[src/hw/led_flash_pkg.sv]
// package: register map, fields, reset values and event timing
package led_flash_pkg;
    // =======================================================
    // register offsets
    localparam logic [7:0] input_voltage_monitor_config_config_offset = 8'h80;
    localparam logic [7:0] captured_flash_offset     = 8'h81;
    localparam logic [7:0] torch_current_offset      = 8'ha0;
    // =======================================================
    // field positions
    localparam int monitor_enable_bit       = 0;
    localparam int monitor_threshold_lsb    = 1;
    localparam int flash_monitor_enable_bit = 3;
    localparam int flash_threshold_lsb      = 4;
    localparam int torch_led1_lsb           = 0;
    localparam int torch_led2_lsb           = 3;
    localparam int captured_led1_lsb        = 0;
    localparam int captured_led2_lsb        = 4;
    // =======================================================
    // reset values
    localparam logic [7:0] input_voltage_monitor_config_config_reset = 8'h00;
    localparam logic [7:0] captured_flash_reset     = 8'h00;
    localparam logic [5:0] torch_current_reset      = 6'h00;
    // =======================================================
    // timing
    localparam int clock_mhz            = 25;
    localparam int slow_event_delay_us  = 250;
    localparam int flash_deglitch_us    = 8;
    localparam int slow_event_cycles    = slow_event_delay_us * clock_mhz;
    localparam int flash_deglitch_cycles = flash_deglitch_us * clock_mhz;
endpackage

[src/hw/led_flash_monitor_registers.sv]
// register bank and event capture for the led flash monitor
//
// Functional notes
// - bit 0 of the monitor config enables the input monitor, reset 0.
// - bits 2:1 and 5:4 select steady and flash thresholds 2.9 V..3.2 V.
// - the captured level is read-only and holds both 4-bit flash codes.
// - a thermal trip with thermal-sense mode selected causes a capture.
// - input below steady threshold with the monitor enabled captures.
// - input below flash threshold with bit 3 set captures; bit 3 resets 0.
// - the capture loads on the edge that ends the event flag pulse and reads back the cycle after.
// - thermal and steady events flag and capture 250 us after crossing.
// - the flash monitor deglitches 8 us and flags/captures after it.
// - torch bits 2:0 select the led1 torch current.
// - torch bits 5:3 select the led2 torch current; 7:6 are unused.
// - torch codes step 31.25 mA from 31.25 mA up to 250 mA.
// - captured codes use the 4-bit flash encoding, 62.5 mA per step.
`timescale 1ns/1ps
module led_flash_monitor_registers #(
    parameter int slow_cycles  = led_flash_pkg::slow_event_cycles,
    parameter int flash_cycles = led_flash_pkg::flash_deglitch_cycles
) (
    input  wire logic       clk,
    input  wire logic       reset_n,
    input  wire logic       reg_write,
    input  wire logic [7:0] reg_address,
    input  wire logic [7:0] reg_write_data,
    output logic      [7:0] reg_read_data,
    output logic            reg_address_valid,
    input  wire logic       thermal_sense_mode,
    input  wire logic [7:0] flash_current_code,
    input  wire logic       led1_active,
    input  wire logic       led2_active,
    input  wire logic       thermal_sense_below_trip,
    input  wire logic       input_below_monitor_threshold,
    input  wire logic       input_below_flash_threshold,
    output logic            monitor_enable,
    output logic      [1:0] input_monitor_threshold,
    output logic            flash_monitor_enable,
    output logic      [1:0] input_flash_threshold,
    output logic      [2:0] torch_led1_code,
    output logic      [2:0] torch_led2_code,
    output logic            thermal_flag_pulse,
    output logic            monitor_flag_pulse,
    output logic            flash_monitor_flag_pulse
);
    // =======================================================
    // elaboration checks
    // a limit of 1 would fire on the first qualifying cycle and
    // leave no deglitch at all
    generate
        if (slow_cycles < 2) begin : gen_bad_slow
            $error("slow_cycles must be at least 2");
        end
        if (flash_cycles < 2) begin : gen_bad_flash
            $error("flash_cycles must be at least 2");
        end
    endgenerate

    // =======================================================
    // address decode
    function automatic logic address_hit(input logic [7:0] address,
                                         input logic [7:0] offset);
        return address == offset;
    endfunction

    wire logic hit_config  = address_hit(reg_address,
        led_flash_pkg::input_voltage_monitor_config_config_offset);
    wire logic hit_capture = address_hit(reg_address,
        led_flash_pkg::captured_flash_offset);
    wire logic hit_torch   = address_hit(reg_address,
        led_flash_pkg::torch_current_offset);

    // the capture register has no write path at all
    wire logic write_config = reg_write & hit_config;
    wire logic write_torch  = reg_write & hit_torch;

    // =======================================================
    // registers
    logic [7:0] config_reg;
    logic [7:0] captured;
    logic [5:0] torch;

    // bits 7:6 are unused and always read back zero
    wire logic [7:0] next_config = {2'b00, reg_write_data[5:0]};
    wire logic [5:0] next_torch  = reg_write_data[5:0];

    always_ff @(posedge clk) begin
        if (!reset_n) begin
            config_reg <=
                led_flash_pkg::input_voltage_monitor_config_config_reset;
            torch      <= led_flash_pkg::torch_current_reset;
        end else begin
            if (write_config)
                config_reg <= next_config;
            if (write_torch)
                torch <= next_torch;
        end
    end

    // =======================================================
    // field outputs
    assign monitor_enable =
        config_reg[led_flash_pkg::monitor_enable_bit];
    assign input_monitor_threshold =
        config_reg[led_flash_pkg::monitor_threshold_lsb +: 2];
    assign flash_monitor_enable =
        config_reg[led_flash_pkg::flash_monitor_enable_bit];
    assign input_flash_threshold =
        config_reg[led_flash_pkg::flash_threshold_lsb +: 2];
    // code n means (n+1) * 31.25 mA in the analog driver
    assign torch_led1_code =
        torch[led_flash_pkg::torch_led1_lsb +: 3];
    assign torch_led2_code =
        torch[led_flash_pkg::torch_led2_lsb +: 3];

    // =======================================================
    // read path
    // reading has no side effect on any register
    wire logic [7:0] next_read_data =
        hit_config  ? config_reg :
        hit_capture ? captured :
        hit_torch   ? {2'b00, torch} : 8'h00;
    assign reg_read_data     = next_read_data;
    assign reg_address_valid = hit_config | hit_capture | hit_torch;

    // =======================================================
    // pin synchronisers
    // three stages, a change counts once stages 1 and 2 agree; only
    // stage 1 reads stage 0, the one flop that may go metastable
    logic [2:0]      filtered;
    wire logic [2:0] raw_in = {input_below_flash_threshold,
                               input_below_monitor_threshold,
                               thermal_sense_below_trip};

    genvar g;
    generate
        for (g = 0; g < 3; g++) begin : gen_sync
            logic [2:0] stage;
            logic       level;
            always_ff @(posedge clk) begin
                if (!reset_n) begin
                    stage <= 3'b000;
                    level <= 1'b0;
                end else begin
                    stage <= {stage[1:0], raw_in[g]};
                    if (stage[1] == stage[2])
                        level <= stage[2];
                end
            end
            assign filtered[g] = level;
        end
    endgenerate

    // =======================================================
    // event delay timers
    // the condition must hold for the whole delay; a dip resets the
    // count, which gives the flash monitor its deglitch, and each path
    // has its own copy of the same counter, flash on flash_cycles and the other two on slow_cycles
    wire logic [2:0]  qualify = {filtered[2] & flash_monitor_enable,
                                 filtered[1] & monitor_enable,
                                 filtered[0] & thermal_sense_mode};
    wire logic [31:0] limit [3];
    assign limit[0] = 32'(slow_cycles);
    assign limit[1] = 32'(slow_cycles);
    assign limit[2] = 32'(flash_cycles);

    wire logic [2:0] event_pulse;

    generate
        for (g = 0; g < 3; g++) begin : gen_delay
            // fires once per crossing; rearms when the condition clears
            logic [31:0] count;
            logic        done;
            wire logic   at_limit = count == limit[g] - 32'd1;
            assign event_pulse[g] = qualify[g] && !done && at_limit;
            always_ff @(posedge clk) begin
                if (!reset_n || !qualify[g]) begin
                    count <= 32'd0;
                    done  <= 1'b0;
                end else if (event_pulse[g]) begin
                    done <= 1'b1;
                end else if (!done) begin
                    count <= count + 32'd1;
                end
            end
        end
    endgenerate

    // =======================================================
    // flag pulses
    // the flags register lives outside; it sets its bit on these

    assign thermal_flag_pulse       = event_pulse[0];
    assign monitor_flag_pulse       = event_pulse[1];
    assign flash_monitor_flag_pulse = event_pulse[2];

    // =======================================================
    // capture of flash level
    // an idle led keeps its old nibble, so the register can still show a
    // code from an earlier event for an led that was not flashing at this one
    wire logic       capture_now    = |event_pulse;
    wire logic [3:0] next_led1_code = led1_active ?
        flash_current_code[3:0] :
        captured[led_flash_pkg::captured_led1_lsb +: 4];
    wire logic [3:0] next_led2_code = led2_active ?
        flash_current_code[7:4] :
        captured[led_flash_pkg::captured_led2_lsb +: 4];

    always_ff @(posedge clk) begin
        if (!reset_n) begin
            captured <= led_flash_pkg::captured_flash_reset;
        end else if (capture_now) begin
            captured <= {next_led2_code, next_led1_code};
        end
    end
endmodule // led_flash_monitor_registers

[config.mk]
export PLATFORM = sky130hd
export DESIGN_NAME = led_flash_monitor_registers
export DESIGN_NICKNAME = d
export VERILOG_FILES = /design/src/hw/led_flash_pkg.sv /design/src/hw/led_flash_monitor_registers.sv
export SDC_FILE = /design/constraint.sdc
export NUM_CORES = 1
export LEC_CHECK = 0
export ABC_AREA = 0
export BUFFER_PORTS_ARGS = -buffer_cell sky130_fd_sc_hd__buf_2
export CAP_MARGIN = 20
export CELL_PAD_IN_SITES_DETAIL_PLACEMENT = 0
export CELL_PAD_IN_SITES_GLOBAL_PLACEMENT = 2
export CORE_MARGIN = 2
export CORE_UTILIZATION = 33
export CTS_CLUSTER_SIZE = 12
export DETAILED_ROUTE_END_ITERATION = 12
export PLACE_DENSITY = 0.88
export RECOVER_POWER = 50
export SYNTH_ARGS = -nofsm -noshare
export SYNTH_HDL_FRONTEND = slang
export SYNTH_SLANG_ARGS = --single-unit
[constraint.sdc]
create_clock -name clk -period 2.1 [get_ports clk]
set_clock_uncertainty 0.05 [all_clocks]
set_input_delay 0.42 -clock clk [delete_from_list [all_inputs] [get_ports clk]]
set_output_delay 0.42 -clock clk [all_outputs]
set_load 0.005 [all_outputs]
# ---- Word level (Yosys, flattened, before mapping)
# Index checks and enable logic that the tools add are counted.
# W data, S select, Z words.
dict set report classes {
  add_sub_neg 3
  bitwise_logic 13
  eq_ne 9
  mux 3
  reduce_logical 22
}
# op count
set op_table {}
lappend op_table {{$add A32 B1 Y32 const B} 3}
lappend op_table {{$eq A32 B13 Y1 const B} 2}
lappend op_table {{$eq A32 B8 Y1 const B} 1}
lappend op_table {{$eq A8 B8 Y1 const B} 3}
lappend op_table {{$mux W8} 2}
lappend op_table {{$reduce_and A2 Y1} 5}
lappend op_table {{$logic_not A1 Y1} 7}
lappend op_table {{$logic_and A1 B1 Y1} 6}
lappend op_table {{$mux W6} 1}
lappend op_table {{$not A1 Y1} 6}
lappend op_table {{$and A1 B1 Y1} 5}
lappend op_table {{$eq A1 B1 Y1} 3}
lappend op_table {{$logic_or A1 B1 Y1} 3}
lappend op_table {{$reduce_or A3 Y1} 1}
lappend op_table {{$or A1 B1 Y1} 2}
dict set report totals {
  in_bits 33
  word_cells 66
  register_bits 131
  output_inout_bits 24
}

# ---- Longest topological paths before layout
# Gate-level depths: netlist of run 1.
dict set report depth {
  depth_word 5
  mapped_depth 9
  mapped_depth_nobuf 7
}

# ---- Least setup slack after synthesis of run 1
# OpenSTA, ideal clock, no wires.
dict set report synth_timing {
  kind {register to register}
  start {reg gen_delay[2].count[19]}
  end {reg gen_delay[2].count[1]}
  path_stages_with_launch 8
  period_less_slack_ps 2096
  required_ps 1981
  path_buffers 2
  arrival_time_ps 1977
  setup_ps 69
  path_slack_ps 4
  path_cell_list {dfxtp_1 or4_4 or3_4 o31ai_4 buf_6 buf_12 nand2_2 a21oi_2}
}
dict set report synth_between {
  elab_chain_cells 4
}
# item line_no
set synth_rtl {}
lappend synth_rtl {{from (decl)} led_flash_monitor_registers.sv:172} ;# logic [31:0] count;
lappend synth_rtl {{from (signal assigned)} led_flash_monitor_registers.sv:183} ;# count <= count + 32'd1;
lappend synth_rtl {{$eq A32 B8 Y1} led_flash_monitor_registers.sv:174} ;# wire logic at_limit = count == limit[g] - 32'd1;
lappend synth_rtl {{$logic_and A1 B1 Y1} led_flash_monitor_registers.sv:175} ;# assign event_pulse[g] = qualify[g] && !done && at_limit;
lappend synth_rtl {{$not A1 Y1 (no line)} --}
lappend synth_rtl {{$reduce_and A2 Y1 (no line)} --}
# No other way between the ends.
# A chain may end at the register's enable or synchronous reset.

# ---- Worst setup path in the final report of run 1
dict set report layout_timing {
  start {reg gen_delay[2].count[25]}
  end {out flash_monitor_flag_pulse}
}
dict set report layout_between {
  elab_chain_cells 2
}
# item line_no
set layout_rtl {}
lappend layout_rtl {{$eq A32 B8 Y1} led_flash_monitor_registers.sv:174}
lappend layout_rtl {{$logic_and A1 B1 Y1} led_flash_monitor_registers.sv:175}
lappend layout_rtl {{to (decl)} led_flash_monitor_registers.sv:44} ;# output logic flash_monitor_flag_pulse
# No other way between the ends.

==> impl_metrics.json, run 1 <==
{
  "grt_pass1_wl_um": 27000,
  "cts_root_buf": "clkbuf_16",
  "max_cap_violations": 0,
  "max_freq_ghz": 0.406,
  "finalCriticalPeriod_ns": 2.46,
  "syn_area_per_cell_um2": 8.51,
  "synthDistinctLibCells": 52,
  "top_register": "gen_delay.count",
  "grt_start_max_net_pins": 33,
  "largest_register_ffs": 96,
  "drtPass1Iterations": 6,
  "antenna_found_initial": 2,
  "dp_hpwl_um": 11400,
  "die-area_mm2": 0.0204,
  "clk_latency_ns": 0.42,
  "powerDensity_mw_per_mm2": 686,
  "rows": 50,
  "layout_common_cells": "109 x dfxtp_1, 86 x nor2_1, 68 x buf_4",
  "drive_gt1_share_pct": 26.3,
  "crit_family": "simple AND/OR/NAND/NOR gates",
  "comb_power_share_pct": 1.5,
  "arrival_ns": 1.99,
  "numCtsBuffers": 17,
  "cp-end-kind": "primary output",
  "nets": 913,
  "coreArea_mm2": 0.0188,
  "p_int_w": 0.00453,
  "detail-route-antenna-nets": 0,
  "drc": 0,
  "drt-total-wl_um": 16100,
  "switching_share_pct": 20.5,
  "initial_utilization_pct": 33.8,
  "hold_path_depth": 2,
  "crit_type": "reg2out",
  "startpoint_type": "flop",
  "seq_area_frac_synth_pct": 41.3,
  "post-place-ws_ns": 0.00265,
  "syn_nets": 784,
  "min_path_type": "in2reg",
  "crit_required_ns": 1.63,
  "vias_per_cell": 5.23,
  "synthCells": 746,
  "dr.first_iter.drc_count": 254,
  "fp.dieH_um": 143,
  "syn_area_mm2": 0.00635,
  "cts.sinks": 131,
  "ir_worst_vdd_mv": 0.456,
  "relSlewSlack_pct": 46.7,
  "cp_slowest_cell": "or4_4",
  "track_usage_pct": 16.5,
  "finalSetupViolations": 3,
  "ys_warn_count": 0,
  "largestRegisters": "gen_delay.count (96), gen_sync.stage (9), captured (8)",
  "ios": 57,
  "slew_violations": 0,
  "tritoncts": "done",
  "leakagePower_nw": 2.93,
  "outcome": "complete, but fails checks",
  "crit_chain": "or4_4, or3_4, nor3_4, buf_2",
  "via_count": 5866,
  "violations": "negative setup slack",
  "port_buffers": 54,
  "grt_pass1_vias": 5594,
  "slowest_delay_ns": 0.54,
  "finalCritPeriodShare_pct": 117,
  "r2r.worst_path.cells": 5,
  "hold_slack_ns": 0.159,
  "p_switching_w": 0.00117,
  "setup_slack_ns": -0.365,
  "clockPowerShare_pct": 54.9,
  "path_max_fanout": 3,
  "worst_slew_pin_slew_ns": 0.799,
  "cp_num_cells": 4,
  "fill_cells": 1870,
  "critPathBufInv": 1,
  "area_growth_pct": 31.0,
  "hold_violations": 0,
  "path_clk_slew_ns": 0.06,
  "h-tree-depth": 4,
  "post_drt_wl_per_cell_um": 14.4,
  "layout_commonest_cell": "dfxtp_1",
  "pwr-share-seq_pct": 43.7,
  "cts_buffer_depth": 2,
  "rsz0062_at_grt": "yes",
  "synth-seq-cells": 131,
  "place_congestion": 0.751,
  "overflow": 0,
  "fp.dieW_um": 143
}
-- synth_stat cells (all sizes together) --
cell	count	area (um2)
a211o	1	8.76
a211oi	2	15.0
a21boi	3	22.5
a21oi	47	262
a31o	2	17.5
a31oi	1	6.26
a41oi	8	70.1
and2	11	68.8
and3	18	113
and4	8	70.1
and4b	2	20.0
buf	9	65.1
clkbuf	26	97.6
dfxtp	131	2620
ha	5	62.6
inv	12	45.0
mux2	1	11.3
mux2i	18	180
nand2	51	194
nand2b	1	6.26
nand3	47	235
nand3b	1	7.51
nand4	38	238
nor2	86	323
nor2b	13	81.3
nor3	6	35.0
nor4	21	144
nor4b	5	43.8
nor4bb	2	20.0
o2111ai	8	70.1
o211ai	6	45.0
o21ai	37	219
o311ai	8	70.1
o31a	1	8.76
o31ai	8	73.8
or2	2	12.5
or3	39	249
or4	18	139
xnor2	5	43.8
xor2	38	333
-- layer usage --
metal / vias to the layer above / share of wire [%] / track usage [%]
met5: - / 0.081 / 0
met4: 2 / 1.1 / 5.05
met3: 19 / 2.8 / 4.36
met2: 43 / 48 / 27.5
met1: 2780 / 48 / 20.8
li1: 3022 / - / -
-- stage by stage --
| stage | cells | setup TNS, ns | util (%) | area [um2] | total power (W) |
|---|---|---|---|---|---|
| after detailed placement | 1078 | 0 | 39.3 | 7370 | 0.00263 |
| after floorplan | 746 | 0 | - | 6350 | 0.00259 |
| after global placement | 1078 | 0 | 39.3 | 7370 | 0.00263 |
| final | 1122 | -0.547 | 44.3 | 8320 | 0.00570 |
| after CTS | 1117 | -0.506 | 43.8 | 8230 | 0.00578 |
| after global routing | 1121 | -1.23 | 44.3 | 8310 | 0.00590 |
-- timing repair --
| action | in CTS | in global routing |
|---|---|---|
| resized for setup | 39 | 38 |
| hold endpoints to repair | 0 | 0 |
| setup buffers | 9 | 4 |
| pin swaps | 13 | 19 |
| hold buffers | 0 | 0 |
| setup endpoints to repair | 7 | 36 |
-- worst register-to-register path: cells and delay by family (launching register included) --
family / cells / cell delay (ns)
simple gates: 3 / 0.99
compound gates: 2 / 0.70
flops: 1 / 0.31
-- path summary, 6_finish.rpt --
check | from | end | slack [ns]
worst max-delay path | gen_delay[2].count[25] | flash_monitor_flag_pulse | -0.36
worst min register to register | gen_sync[2].stage[0] | gen_sync[2].stage[1] | 0.38
worst max register to register | gen_delay[2].count[25] | gen_delay[2].count[8] | 0.01
worst min-delay path | thermal_sense_below_trip | gen_sync[0].stage[0] | 0.16
-- power by group through the flow --
stage | logic (W) | clock network, W | registers (W)
5_1_grt | 0.0000923 | 0.00331 | 0.00249
2_1_floorplan | 0.0000384 | 0 | 0.00255
4_1_cts | 0.0000843 | 0.00320 | 0.00249
3_3_place_gp | 0.0000838 | 0 | 0.00255
3_5_place_dp | 0.0000837 | 0 | 0.00255
6_report | 0.0000827 | 0.00313 | 0.00249
-- cell type report --
type | instances | area (um2) | area share (%)
Tap cell | 234 | 293 | 3.52
Clock buffer | 18 | 439 | 5.28
Sequential cell | 131 | 2660 | 32.0
Timing Repair Buffer | 145 | 938 | 11.3
Multi-Input combinational cell | 568 | 3760 | 45.2
Inverter | 12 | 45.0 | 0.542
Clock inverter | 13 | 183 | 2.20
Antenna cell | 1 | 2.50 | 0.0301
-- logic make-up (layout without fill, tap and decap cells) --
family / Yosys count / count (layout) / share of synthesized area, %
simple gates: 369 / 369 / 31.5
compound gates: 132 / 132 / 14.0
flops: 131 / 131 / 41.3
buf+inv: 47 / 188 / 3.27
xor+xnor: 43 / 43 / 5.93
mux: 19 / 19 / 3.02
fa+ha+maj: 5 / 5 / 0.985
other cells: 0 / 1 / 0
No activity file was read; power rests on OpenSTA's default activity.
==> run 2, diff against run 1 <==
--- a/config.mk
+++ b/config.mk
@@ -12,6 +12,7 @@
 export CELL_PAD_IN_SITES_GLOBAL_PLACEMENT = 2
 export CORE_MARGIN = 2
 export CORE_UTILIZATION = 33
+export CTS_BUF_LIST = sky130_fd_sc_hd__clkbuf_16
 export CTS_CLUSTER_SIZE = 12
 export DETAILED_ROUTE_END_ITERATION = 12
 export PLACE_DENSITY = 0.88
==> run 2 against run 1 <==
  * Largest power group unchanged
  * Final cell count is the same
  * Wire length grew 0.14%
  * Global-route usage about the same
  * Utilization is 0.053 points lower
  * Register-to-register slack is essentially flat
  * The run still ends with negative setup slack left
  * Highest routed layer unchanged
  * Largest cell class unchanged
  * Sequential power barely moved
  * Non-clock buffer count stayed put
  * Hold slack better by 0.0030 ns
  * First-iteration DRC count is 0.79% lower
  * Total power is 0.69% lower
  * Combinational power barely moved
  * Count of clock-buffer cells in the layout shrank 1
==> impl_metrics.json, run 2 (synthesis results as in run 1) <==
{
  "cp-end-kind": "primary output",
  "arrival_ns": 2.00,
  "fp.dieH_um": 143,
  "p_int_w": 0.00450,
  "switching_share_pct": 20.6,
  "placed_cells": 1078,
  "post_drt_wl_per_cell_um": 14.4,
  "rows": 50,
  "leakagePower_nw": 2.93,
  "vias_per_cell": 5.23,
  "multi_input_area_mm2": 0.00376,
  "crit_type": "reg2out",
  "cp_slowest_cell": "or4_4",
  "violations": "negative setup slack",
  "die-area_mm2": 0.0204,
  "grt_pass1_vias": 5601,
  "crit_family": "simple AND/OR/NAND/NOR gates",
  "layout_commonest_cell": "dfxtp_1",
  "h-tree-depth": 4,
  "largestRegisters": "gen_delay.count (96), gen_sync.stage (9), captured (8)",
  "fin_cells": 1122,
  "drc": 0,
  "antenna_found_initial": 2,
  "hold_slack_ns": 0.162,
  "tritoncts": "done",
  "max_cap_violations": 0,
  "startpoint_type": "flop",
  "p_switching_w": 0.00117,
  "finalSetupViolations": 3,
  "hold_violations": 0,
  "layout_common_cells": "109 x dfxtp_1, 86 x nor2_1, 68 x buf_4",
  "clockPowerShare_pct": 54.5,
  "largest_register_ffs": 96,
  "coreArea_mm2": 0.0188,
  "numCtsBuffers": 17,
  "top_register": "gen_delay.count",
  "nets": 913,
  "comb_power_share_pct": 1.5,
  "drtPass1Iterations": 6,
  "drt-total-wl_um": 16200,
  "cts_root_buf": "clkbuf_16",
  "finalCritPeriodShare_pct": 118,
  "seq_area_mm2": 0.00266,
  "port_buffers": 54,
  "crit_required_ns": 1.63,
  "cts_buffer_depth": 2,
  "dr.first_iter.drc_count": 252,
  "crit_chain": "or4_4, or3_4, nor3_4, buf_2",
  "via_count": 5866,
  "area_growth_pct": 30.8,
  "setup_slack_ns": -0.370,
  "grt_start_max_net_pins": 33,
  "slew_violations": 0,
  "critPathBufInv": 1,
  "cts.sinks": 131,
  "max_freq_ghz": 0.405,
  "detail-route-antenna-nets": 0,
  "powerDensity_mw_per_mm2": 682,
  "fin_util_pct": 44.3,
  "outcome": "complete, but fails checks",
  "track_usage_pct": 16.5,
  "place_congestion": 0.751,
  "hold_buffers": 0,
  "pwr-share-seq_pct": 44.0,
  "finalCriticalPeriod_ns": 2.47,
  "grt_pass1_wl_um": 27000,
  "fp.dieW_um": 143,
  "rsz0062_at_grt": "yes",
  "path_clk_slew_ns": 0.06,
  "dp_hpwl_um": 11400,
  "overflow": 0,
  "ios": 57,
  "finalSetupTns_ns": -0.558,
  "rrSetupSlack_ns": 0.01,
  "clk_latency_ns": 0.42,
  "slowest_delay_ns": 0.54,
  "ir_worst_vdd_mv": 0.455,
  "relSlewSlack_pct": 46.7,
  "initial_utilization_pct": 33.8,
  "fill_cells": 1872,
  "worst_slew_pin_slew_ns": 0.799,
  "drive_gt1_share_pct": 26.2,
  "min_path_type": "in2reg",
  "path_max_fanout": 3
}
-- run 2: changes by cell type in the layout (fill, tap and decap cells not counted), sizes merged --
cell	delta
clkbuf	-1
clkinv	+1
-- run 2: path summary, 6_finish.rpt --
kind                               to                     start  cells past startpoint
min reg2reg      gen_sync[2].stage[1]      gen_sync[2].stage[0]                      1
min              gen_sync[0].stage[0]  thermal_sense_below_trip                      2
max          flash_monitor_flag_pulse    gen_delay[2].count[25]                      4
max reg2reg     gen_delay[2].count[8]    gen_delay[2].count[25]                      5
-- run 2: per-stage QoR --
step | power (W) | setup WS, ns | instance area, um2
after floorplan | 0.00259 | 0.00447 | 6350
after global placement | 0.00263 | 0.0113 | 7370
after detailed placement | 0.00263 | 0.00265 | 7370
after CTS | 0.00574 | -0.381 | 8220
after global routing | 0.00586 | -0.429 | 8300
final | 0.00566 | -0.370 | 8310
-- run 2: layout make-up --
cell class | instances | share of cell area (%)
flip-flops and latches | 131 | 32.0
repair buffers | 145 | 11.3
clock buffers | 17 | 5.12
diodes | 1 | 0.0301
clock inverters | 14 | 2.24
multi-input cells | 568 | 45.2
well taps | 234 | 3.52
inverters | 12 | 0.542
-- run 2: routing by layer --
layer | track usage [%] | vias to the layer above | share of wire, %
li1 | - | 3024 | -
met1 | 20.9 | 2770 | 48
met2 | 27.5 | 51 | 48
met3 | 4.36 | 19 | 2.9
met4 | 5.05 | 2 | 1.1
met5 | 0 | - | 0.080
-- run 2: repair_timing --
action,4_1_cts,5_1_grt
endpoints found under the setup margin,7,36
pin swaps,13,19
setup buffers,9,4
endpoints found under the hold margin,0,0
resized for setup,39,38
-- run 2: power by group through the flow --
| stage | clock [W] | combinational (W) | sequential, W |
|---|---|---|---|
| 2_1_floorplan | 0 | 0.0000384 | 0.00255 |
| 3_3_place_gp | 0 | 0.0000838 | 0.00255 |
| 3_5_place_dp | 0 | 0.0000837 | 0.00255 |
| 4_1_cts | 0.00316 | 0.0000843 | 0.00249 |
| 5_1_grt | 0.00328 | 0.0000923 | 0.00249 |
| 6_report | 0.00309 | 0.0000827 | 0.00249 |
